$ cat config.mk
export PLATFORM = sky130hd
export DESIGN_NAME = pgp_port_io
export DESIGN_NICKNAME = d
export VERILOG_FILES = /design/src/core/pgp_pkg.sv /design/src/core/pgp_pin_cell.sv /design/src/core/pgp_match_cmp.sv /design/src/core/pgp_port_io.sv
export SDC_FILE = /design/constraint.sdc
export NUM_CORES = 1
export LEC_CHECK = 0
export BUFFER_PORTS_ARGS = -buffer_cell sky130_fd_sc_hd__buf_4
export CAP_MARGIN = 20
export CELL_PAD_IN_SITES_DETAIL_PLACEMENT = 1
export CELL_PAD_IN_SITES_GLOBAL_PLACEMENT = 2
export CORE_MARGIN = 3
export CORE_UTILIZATION = 37
export CTS_BUF_LIST = sky130_fd_sc_hd__clkbuf_2
export DETAILED_ROUTE_END_ITERATION = 12
export PLACE_DENSITY_LB_ADDON = 0.05
export SLEW_MARGIN = 20
export SYNTH_ARGS = -nofsm -noshare
export SYNTH_HDL_FRONTEND = slang
export SYNTH_SLANG_ARGS = --single-unit
$ cat constraint.sdc
create_clock -name i_mclk -period 2.8 [get_ports i_mclk]
set_clock_uncertainty 0.05 [all_clocks]
set_input_delay 0.7 -clock i_mclk [delete_from_list [all_inputs] [get_ports i_mclk]]
set_output_delay 0.7 -clock i_mclk [all_outputs]
set_load 0.1 [all_outputs]
$ cat src/core/pgp_pkg.sv
// Package with register map, reset values and carrier types of the port block.
package pgp_pkg;

    // ------------------------------------------------------------------
    // Sizes
    // ------------------------------------------------------------------
    localparam int NUM_PORTS = 3;
    localparam int NUM_MATCH = 2;
    localparam int PORT_W = 8;

    // ------------------------------------------------------------------
    // Register offsets
    // ------------------------------------------------------------------
    localparam logic [7:0] DATA_OFS [NUM_PORTS] = '{8'h80, 8'h90, 8'ha0};
    localparam logic [7:0] DRIVE_OFS [NUM_PORTS] = '{8'ha4, 8'ha5, 8'ha6};
    localparam logic [7:0] ANALOG_OFS [NUM_PORTS] = '{8'hf1, 8'hf2, 8'hf3};
    localparam logic [7:0] SKIP_OFS [NUM_PORTS] = '{8'hd4, 8'hd5, 8'hd6};
    localparam logic [7:0] CMP_VALUE_OFS [NUM_MATCH] = '{8'he1, 8'he2};
    localparam logic [7:0] CMP_MASK_OFS [NUM_MATCH] = '{8'he3, 8'he4};
    localparam logic [7:0] IRQ_STATUS_OFS = 8'he8;
    localparam logic [7:0] IRQ_MASK_OFS = 8'he9;

    // ------------------------------------------------------------------
    // Reset values and fields
    // ------------------------------------------------------------------
    localparam logic [7:0] DATA_RST = 8'hff;
    localparam logic [7:0] DRIVE_RST = 8'h00;
    localparam logic [7:0] ANALOG_RST = 8'hff;
    localparam logic [7:0] SKIP_RST = 8'h00;
    localparam logic [7:0] CMP_RST = 8'h00;
    localparam logic [1:0] IRQ_RST = 2'h0;
    localparam logic [7:0] RDATA_UNMAPPED = 8'h00;
    localparam int IRQ_MATCH0_BIT = 0;
    localparam int IRQ_MATCH1_BIT = 1;

    // ------------------------------------------------------------------
    // Carrier types
    // ------------------------------------------------------------------
    typedef struct packed {
        logic [7:0] addr;
        logic [7:0] wdata;
        logic wr;
        logic rd;
        logic rmw;
    } pgp_bus_req_t;

    typedef struct packed {
        logic [7:0] latch;
        logic [7:0] digital;
        logic [7:0] pushpull;
    } pgp_port_cfg_t;

endpackage

$ cat src/core/pgp_pin_cell.sv
// One eight-pin port: drive, pull-up and receiver control plus the pin read level.
`timescale 1ns/1ps
module pgp_pin_cell
    import pgp_pkg::*;
(
    // Clock and reset
    input wire logic i_mclk,
    input wire logic i_rst,
    input wire logic i_ce,
    // Configuration and pins
    input wire pgp_port_cfg_t i_cfg,
    input wire logic [7:0] i_pin,
    // Read level and pad controls
    output logic [7:0] o_level,
    output logic [7:0] o_pin_out,
    output logic [7:0] o_pin_oe_n,
    output logic [7:0] o_pullup_en,
    output logic [7:0] o_rx_en
);

    logic [7:0] next_pin_out;
    logic [7:0] next_pin_oe_n;
    logic [7:0] next_pullup_en;
    logic [7:0] next_rx_en;

    // Analog pins read zero because their receiver is off.
    assign o_level = i_pin & i_cfg.digital;

    always_comb begin
        next_pin_out = i_cfg.latch;
        // Drive when digital and either push-pull or holding a low.
        next_pin_oe_n = ~(i_cfg.digital & (i_cfg.pushpull | ~i_cfg.latch));
        next_pullup_en = i_cfg.digital;
        next_rx_en = i_cfg.digital;
    end

    always_ff @(posedge i_mclk) begin
        if (i_rst) begin
            o_pin_out <= 8'hff;
            o_pin_oe_n <= 8'hff;
            o_pullup_en <= 8'h00;
            o_rx_en <= 8'h00;
        end else if (i_ce) begin
            o_pin_out <= next_pin_out;
            o_pin_oe_n <= next_pin_oe_n;
            o_pullup_en <= next_pullup_en;
            o_rx_en <= next_rx_en;
        end
    end

endmodule // pgp_pin_cell

$ cat src/core/pgp_match_cmp.sv
// Masked compare of a port's read levels against a software value.
`timescale 1ns/1ps
module pgp_match_cmp
    import pgp_pkg::*;
(
    // Clock and reset
    input wire logic i_mclk,
    input wire logic i_rst,
    input wire logic i_ce,
    // Compare inputs
    input wire logic [7:0] i_level,
    input wire logic [7:0] i_value,
    input wire logic [7:0] i_mask,
    // Mismatch level
    output logic o_mismatch
);

    logic next_mismatch;

    always_comb begin
        next_mismatch = (i_level & i_mask) != (i_value & i_mask);
    end

    always_ff @(posedge i_mclk) begin
        if (i_rst) begin
            o_mismatch <= 1'b0;
        end else if (i_ce) begin
            o_mismatch <= next_mismatch;
        end
    end

endmodule // pgp_match_cmp

$ cat src/core/pgp_port_io.sv
// Top of the three-port general-purpose pin block with its register file.
//
// Strobed register access is this design's own decision.
`timescale 1ns/1ps
module pgp_port_io
    import pgp_pkg::*;
(
    // Clock, reset and clock enable
    input wire logic i_mclk,
    input wire logic i_rst,
    input wire logic i_ce,
    // Register port
    input wire pgp_bus_req_t i_bus,
    output logic [7:0] o_rdata,
    // Pins
    input wire logic [NUM_PORTS-1:0][7:0] i_pin,
    output logic [NUM_PORTS-1:0][7:0] o_pin_out,
    output logic [NUM_PORTS-1:0][7:0] o_pin_oe_n,
    output logic [NUM_PORTS-1:0][7:0] o_pullup_en,
    output logic [NUM_PORTS-1:0][7:0] o_rx_en,
    // Router and event outputs
    output logic [NUM_PORTS-1:0][7:0] o_skip,
    output logic [NUM_MATCH-1:0] o_match_event,
    output logic o_irq
);

    // ------------------------------------------------------------------
    // Register state
    // ------------------------------------------------------------------
    logic [7:0] latch [NUM_PORTS];
    logic [7:0] analog_sel [NUM_PORTS];
    logic [7:0] drive_sel [NUM_PORTS];
    logic [7:0] cmp_value [NUM_MATCH];
    logic [7:0] cmp_mask [NUM_MATCH];
    logic [1:0] irq_status;
    logic [1:0] irq_mask;

    logic [7:0] next_latch [NUM_PORTS];
    logic [7:0] next_analog_sel [NUM_PORTS];
    logic [7:0] next_drive_sel [NUM_PORTS];
    logic [7:0] next_skip [NUM_PORTS];
    logic [7:0] next_cmp_value [NUM_MATCH];
    logic [7:0] next_cmp_mask [NUM_MATCH];
    logic [1:0] next_irq_status;
    logic [1:0] next_irq_mask;
    logic [7:0] next_rdata;
    logic next_irq;

    logic [7:0] level [NUM_PORTS];
    logic [1:0] irq_clear;

    // Decoding of one strobe against one offset, used by every register.
    function automatic logic hit(input pgp_bus_req_t req, input logic [7:0] ofs, input logic strobe);
        hit = strobe && (req.addr == ofs);
    endfunction

    // ------------------------------------------------------------------
    // Pin cells and match comparators
    // ------------------------------------------------------------------
    generate
        for (genvar p = 0; p < NUM_PORTS; p++) begin : g_port
            pgp_port_cfg_t cfg;
            assign cfg.latch = latch[p];
            assign cfg.digital = analog_sel[p];
            assign cfg.pushpull = drive_sel[p];
            pgp_pin_cell u_cell (
                .i_mclk(i_mclk),
                .i_rst(i_rst),
                .i_ce(i_ce),
                .i_cfg(cfg),
                .i_pin(i_pin[p]),
                .o_level(level[p]),
                .o_pin_out(o_pin_out[p]),
                .o_pin_oe_n(o_pin_oe_n[p]),
                .o_pullup_en(o_pullup_en[p]),
                .o_rx_en(o_rx_en[p])
            );
        end
        for (genvar m = 0; m < NUM_MATCH; m++) begin : g_match
            pgp_match_cmp u_cmp (
                .i_mclk(i_mclk),
                .i_rst(i_rst),
                .i_ce(i_ce),
                .i_level(level[m]),
                .i_value(cmp_value[m]),
                .i_mask(cmp_mask[m]),
                .o_mismatch(o_match_event[m])
            );
        end
    endgenerate

    // ------------------------------------------------------------------
    // Register writes and reads
    // ------------------------------------------------------------------
    always_comb begin
        next_rdata = RDATA_UNMAPPED;
        irq_clear = 2'h0;
        for (int p = 0; p < NUM_PORTS; p++) begin
            next_latch[p] = latch[p];
            next_analog_sel[p] = analog_sel[p];
            next_drive_sel[p] = drive_sel[p];
            next_skip[p] = o_skip[p];
            if (hit(i_bus, DATA_OFS[p], i_bus.wr)) begin
                next_latch[p] = i_bus.wdata;
            end
            if (hit(i_bus, ANALOG_OFS[p], i_bus.wr)) begin
                next_analog_sel[p] = i_bus.wdata;
            end
            if (hit(i_bus, DRIVE_OFS[p], i_bus.wr)) begin
                next_drive_sel[p] = i_bus.wdata;
            end
            if (hit(i_bus, SKIP_OFS[p], i_bus.wr)) begin
                next_skip[p] = i_bus.wdata;
            end
            // Read-modify-write sequences must see the latch, or a pin held low
            // by the board would be written back as a low.
            if (hit(i_bus, DATA_OFS[p], i_bus.rd)) begin
                next_rdata = i_bus.rmw ? latch[p] : level[p];
            end
            if (hit(i_bus, ANALOG_OFS[p], i_bus.rd)) begin
                next_rdata = analog_sel[p];
            end
            if (hit(i_bus, DRIVE_OFS[p], i_bus.rd)) begin
                next_rdata = drive_sel[p];
            end
            if (hit(i_bus, SKIP_OFS[p], i_bus.rd)) begin
                next_rdata = o_skip[p];
            end
        end
        for (int m = 0; m < NUM_MATCH; m++) begin
            next_cmp_value[m] = cmp_value[m];
            next_cmp_mask[m] = cmp_mask[m];
            if (hit(i_bus, CMP_VALUE_OFS[m], i_bus.wr)) begin
                next_cmp_value[m] = i_bus.wdata;
            end
            if (hit(i_bus, CMP_MASK_OFS[m], i_bus.wr)) begin
                next_cmp_mask[m] = i_bus.wdata;
            end
            if (hit(i_bus, CMP_VALUE_OFS[m], i_bus.rd)) begin
                next_rdata = cmp_value[m];
            end
            if (hit(i_bus, CMP_MASK_OFS[m], i_bus.rd)) begin
                next_rdata = cmp_mask[m];
            end
        end
        next_irq_mask = irq_mask;
        if (hit(i_bus, IRQ_MASK_OFS, i_bus.wr)) begin
            next_irq_mask = i_bus.wdata[1:0];
        end
        if (hit(i_bus, IRQ_STATUS_OFS, i_bus.wr)) begin
            irq_clear = i_bus.wdata[1:0];
        end
        if (hit(i_bus, IRQ_MASK_OFS, i_bus.rd)) begin
            next_rdata = {6'h00, irq_mask};
        end
        if (hit(i_bus, IRQ_STATUS_OFS, i_bus.rd)) begin
            next_rdata = {6'h00, irq_status};
        end
        // A mismatch present in the clearing cycle sets the bit again.
        next_irq_status = (irq_status & ~irq_clear) | o_match_event;
        next_irq = |(next_irq_status & next_irq_mask);
    end

    always_ff @(posedge i_mclk) begin
        if (i_rst) begin
            for (int p = 0; p < NUM_PORTS; p++) begin
                latch[p] <= DATA_RST;
                analog_sel[p] <= ANALOG_RST;
                drive_sel[p] <= DRIVE_RST;
                o_skip[p] <= SKIP_RST;
            end
            for (int m = 0; m < NUM_MATCH; m++) begin
                cmp_value[m] <= CMP_RST;
                cmp_mask[m] <= CMP_RST;
            end
            irq_status <= IRQ_RST;
            irq_mask <= IRQ_RST;
            o_rdata <= RDATA_UNMAPPED;
            o_irq <= 1'b0;
        end else if (i_ce) begin
            for (int p = 0; p < NUM_PORTS; p++) begin
                latch[p] <= next_latch[p];
                analog_sel[p] <= next_analog_sel[p];
                drive_sel[p] <= next_drive_sel[p];
                o_skip[p] <= next_skip[p];
            end
            for (int m = 0; m < NUM_MATCH; m++) begin
                cmp_value[m] <= next_cmp_value[m];
                cmp_mask[m] <= next_cmp_mask[m];
            end
            irq_status <= next_irq_status;
            irq_mask <= next_irq_mask;
            o_rdata <= next_rdata;
            o_irq <= next_irq;
        end
    end
endmodule // pgp_port_io

Yosys cells after proc, flatten, opt, wreduce, memory -nomap -nowiden
Memory sizes are Yosys's and may differ from the RTL's.
Index checks and enable logic that the tools add are counted.

cells by class
  equal/unequal tests = 20
  muxes and demuxes = 54
  bitwise gates (word level) = 36
  reduce and logical (&&, ||, !) cells = 40

operators with widths
  operator                               count
  8-bit two-way mux                      47
  8-bit == test (second input constant)  18
  8-bit AND                              10
  8-bit inverter                         6
  1-bit logical AND                      36
  8-bit OR                               3
  8-bit inequality test                  2
  1-bit OR                               13
  2-bit AND reduction                    3
  1-bit two-way mux                      5
  2-bit AND                              2
  2-bit two-way mux                      2
  2-bit inverter                         1
  2-bit OR                               1
  2-bit OR reduction                     1

storage, ports and cells
  register bits after elaboration = 111
  RAM bits = 104
  bits of input ports = 46
  output and inout bits = 131
  word-level logic and storage cells = 173
  memories = 5

memories
  name        words  bits a word  read ports  clocked after Yosys merged registers in  wr ports  line               source
  analog_sel  3      8            3           0                                        3         pgp_port_io.sv:31  logic [7:0] analog_sel [NUM_PORTS];
  drive_sel   3      8            3           0                                        3         pgp_port_io.sv:32  logic [7:0] drive_sel [NUM_PORTS];
  latch       3      8            3           0                                        3         pgp_port_io.sv:30  logic [7:0] latch [NUM_PORTS];
  cmp_mask    2      8            2           0                                        2         pgp_port_io.sv:34  logic [7:0] cmp_mask [NUM_MATCH];
  cmp_value   2      8            2           0                                        2         pgp_port_io.sv:33  logic [7:0] cmp_value [NUM_MATCH];

Depth between registers and ports, before layout
  word-level depth = 20
  mapped depth = 9
  depth with buffers taken out = 6

Cells and area by module
From an unflattened synthesis, not the netlist that was laid out.

second synthesis, totals
  cells, all modules = 946
  area, all modules = 10100.9 um^2

by module, submodules not included
  module         instances  cells an instance  area an instance (um^2)  sequential area each (um^2)
  pgp_port_io    1          584                6792.8                   3863.7
  pgp_pin_cell   3          110                1011.0                   480.5
  pgp_match_cmp  2          16                 137.6                    20.0

Worst setup path after synthesis
OpenSTA, ideal clock, no wires.

  path kind = in2reg
  start point = input i_bus[14] in the netlist's numbering
  end point = memory drive_sel[1][2], in the netlist drive_sel[0][10] (enable)
  library setup time = 0.387 ns
  arrival time = 2.078 ns
  path slack = 0.285 ns
  stages on the path = 5
  path buffers = 2
  cells stage by stage = buf_2 buf_6 nor2b_1 nand3_1 o31ai_1

RTL lines
  element          line               source
  start, declared  pgp_port_io.sv:13  input wire pgp_bus_req_t i_bus,
  end, declared    pgp_port_io.sv:32

Worst setup path in the final report
  start point = register o_rdata[0]
  end point = output o_rdata[0]

RTL lines
  element                 line                source
  start, declared         pgp_port_io.sv:14   output logic [7:0] o_rdata,
  start signal, assigned  pgp_port_io.sv:193  o_rdata <= next_rdata;

No word-level cell between the ends.

==> impl_metrics.py <==
metrics = {
    "timing": {
        "fmax_mhz": 394,
        "drv_slew": 0,
        "rsz0062_at_grt": "no",
        "period_needed_ns": 2.54,
        "finalSetupViolCount": 0,
        "slew_headroom_pct": 47.3,
        "worst_pin_slew_ns": 0.783,
        "finalCritPeriodShare_pct": 90.6,
        "finalHoldViolCount": 0,
        "fin_ws_ns": 0.262,
        "fin_setup_tns_ns": 0,
    },
    "layout": {
        "final_cell_mix": "282 x buf_4, 111 x dfxtp_1, 104 x edfxtp_1",
        "area_growth_pct": 26.9,
        "drive_gt1_share_pct": 30.8,
        "nFillCells": 3165,
        "nets": 1329,
        "final_util_pct": 48.3,
        "final_common_cell": "buf_4",
    },
    "pwr": {
        "p_switching_uw": 2840,
        "powerDensity_nw_per_um2": 588,
        "seq_power_share_pct": 48.0,
        "power_frac_comb_pct": 21.2,
        "ir_worst_vdd_mv": 0.327,
        "p_leak_uw": 0.00545,
        "p_sw_share_pct": 36.6,
        "pwr-share-clk_pct": 30.8,
        "intPower_uw": 4920,
    },
    "die": {
        "initial_utilization_pct": 38.1,
        "placementRows": 60,
        "die_area_um2": 30100,
        "die_width_um": 174,
        "fp.coreArea_um2": 27300,
        "ios": 177,
        "fp.dieH_um": 174,
    },
    "worst_setup_path": {
        "required_ns": 2.05,
        "path_buf_inv": 1,
        "reg2regPathDepth": 7,
        "r2r_slack_ns": 0.52,
        "critical-path-top-delay-family": "flip-flops",
        "path_depth": 1,
        "start_kind": "flop",
        "cp-end-kind": "primary output",
        "cp_slowest_stage_delay_ns": 0.56,
        "path_class": "flop to primary output",
        "crit_chain": "buf_4",
        "cpMaxStageDelayCell": "dfxtp_1",
        "cp.arrival_ns": 1.79,
        "critPathMaxFanout": 3,
    },
    "global_routing": {
        "antenna_found_initial": 2,
        "grt_max_degree": 89,
        "grt_use_total_pct": 30.9,
        "grt_pass1_wl_mm": 67.6,
        "grt_pass1_vias": 9595,
        "grt-ovfl-total": 0,
    },
    "logic_synthesis": {
        "synth_warnings": 0,
        "synthCells": 1027,
        "synth_seq_area_share_pct": 51.5,
        "synthArstFlopShare_pct": 0,
        "synth_flop_cell": "dfxtp_1",
        "ys_seq_elements": 215,
        "synth_area_um2": 10400,
        "synth_nets": 1073,
        "synth-edff-count": 104,
        "ys_types": 75,
        "synth.avg_cell_area_um2": 10.1,
    },
    "clock_tree": {
        "clk_path_buf_depth": 3,
        "cts_sinks": 215,
        "cts_tree": "built",
        "insertion_delay_ns": 0.89,
        "htree_levels": 2,
        "numCtsBuffers": 59,
        "clockRootBuffer": "clkbuf_2",
        "clk_pin_slew_ns": 0.10,
    },
    "placement": {
        "portBuffers": 176,
        "place.gp.congestion": 1.00,
        "dpl_worst_slack_ns": -0.0265,
        "dp_hpwl_mm": 37.8,
    },
    "route": {
        "totalWireLength_mm": 48.1,
        "dr.pass1.iters": 5,
        "vias": 9684,
        "post-route-drc-count": 0,
        "drt_iter0_markers": 782,
        "viasPerCell": 5.69,
        "drtAntennaViolNets": 0,
        "wire_per_inst_um": 28.2,
    },
    "job": {
        "cap_viol_max_count": 0,
    },
    "worst_hold_path": {
        "hold-path-cell-count": 3,
        "min_path_type": "input port to flop",
    },
    "outcome": {
        "run_status": "completed",
    },
}
[worst paths after layout]
check | startpoint | to
min reg2reg | o_irq | o_irq
max | o_rdata[0] | o_rdata[0]
min | i_bus[7] | o_skip[20]
max reg2reg | analog_sel[0][22] | o_rdata[6]
[registers in the layout, indices dropped and copies added, names as in the netlist, 8 cells and up]
signal	flops
g_port.u_cell.o_pin_oe_n	24
drive_sel	24
cmp_value	16
g_port.u_cell.o_pullup_en	24
o_skip	24
o_rdata	8
analog_sel	24
latch	24
cmp_mask	16
g_port.u_cell.o_pin_out	24
[synth_stat cells, types with 24 or more instances]
cell type  instances  area share (%)
a211o_1           27             2.3
nand2b_1          39             2.3
nand3_1           25             1.2
edfxtp_1         104              30
buf_4             27             2.0
mux2i_1           50             4.8
o211ai_1          32             2.3
buf_2             24             1.2
nor2b_1           38             2.3
nor2_1            79             2.9
clkbuf_1          40             1.4
nand2_1           80             2.9
inv_1             32             1.2
o21ai_0           77             3.7
a21oi_1           30             1.4
dfxtp_1          111              21
[cell type report]
class	instances	area (um2)	share of cell area [%]
well taps	372	465	3.53
clock inverters	12	78.8	0.598
repair buffers	289	2250	17.1
flip-flops and latches	215	5350	40.6
multi-input cells	686	4430	33.6
clock buffers	96	480	3.65
inverters	32	120	0.912
diodes	1	2.50	0.0190
[cell families (layout without fill, tap and decap cells)]
| family | after synthesis | after routing | synth area share, % |
|---|---|---|---|
| buffers and inverters | 126 | 429 | 5.89 |
| AOI/OAI and AO/OA | 281 | 281 | 18.5 |
| DFF | 215 | 215 | 51.5 |
| muxes | 51 | 51 | 4.93 |
| xor gates and xnor gates | 16 | 16 | 1.35 |
| and+or+nand+nor | 338 | 338 | 17.8 |
| other | 0 | 1 | 0 |
[layer usage]
layer	part of all wire (%)	track usage [%]
met5	0	0
met4	3.7	11.1
met3	9.8	8.80
met2	45	48.4
met1	42	40.9
[tightest hold or removal path: stages]
cell and delay (ns):
buf_4 0.11, mux2i_1 0.07, nor2_1 0.07
[power by group through the flow]
stage / combinational [uW] / clock (uW) / sequential (uW)
after CTS: 1640 / 2460 / 3710
final: 1640 / 2390 / 3720
after floorplan: 646 / 0 / 4160
after global routing: 1700 / 2650 / 3730
after detailed placement: 1630 / 0 / 3780
after global placement: 1620 / 0 / 3780
[per-stage QoR]
step           hold WS [ns]  instance area (um2)  std cells  total power, uW
3_5_place_dp          0.395                12600       1593             5410
2_1_floorplan         0.378                10400       1027             4810
3_3_place_gp          0.392                12600       1593             5400
6_report             0.0701                13200       1703             7750
4_1_cts             0.00994                13200       1702             7800
5_1_grt              0.0278                13200       1703             8080
[timing repair]
item | in CTS | in global routing
gates resized for setup | 0 | 0
buffers inserted | 0 | 0
endpoints found under the hold margin | 1 | 0
hold buffers | 1 | 0
Power figures use the tool's default switching activity.
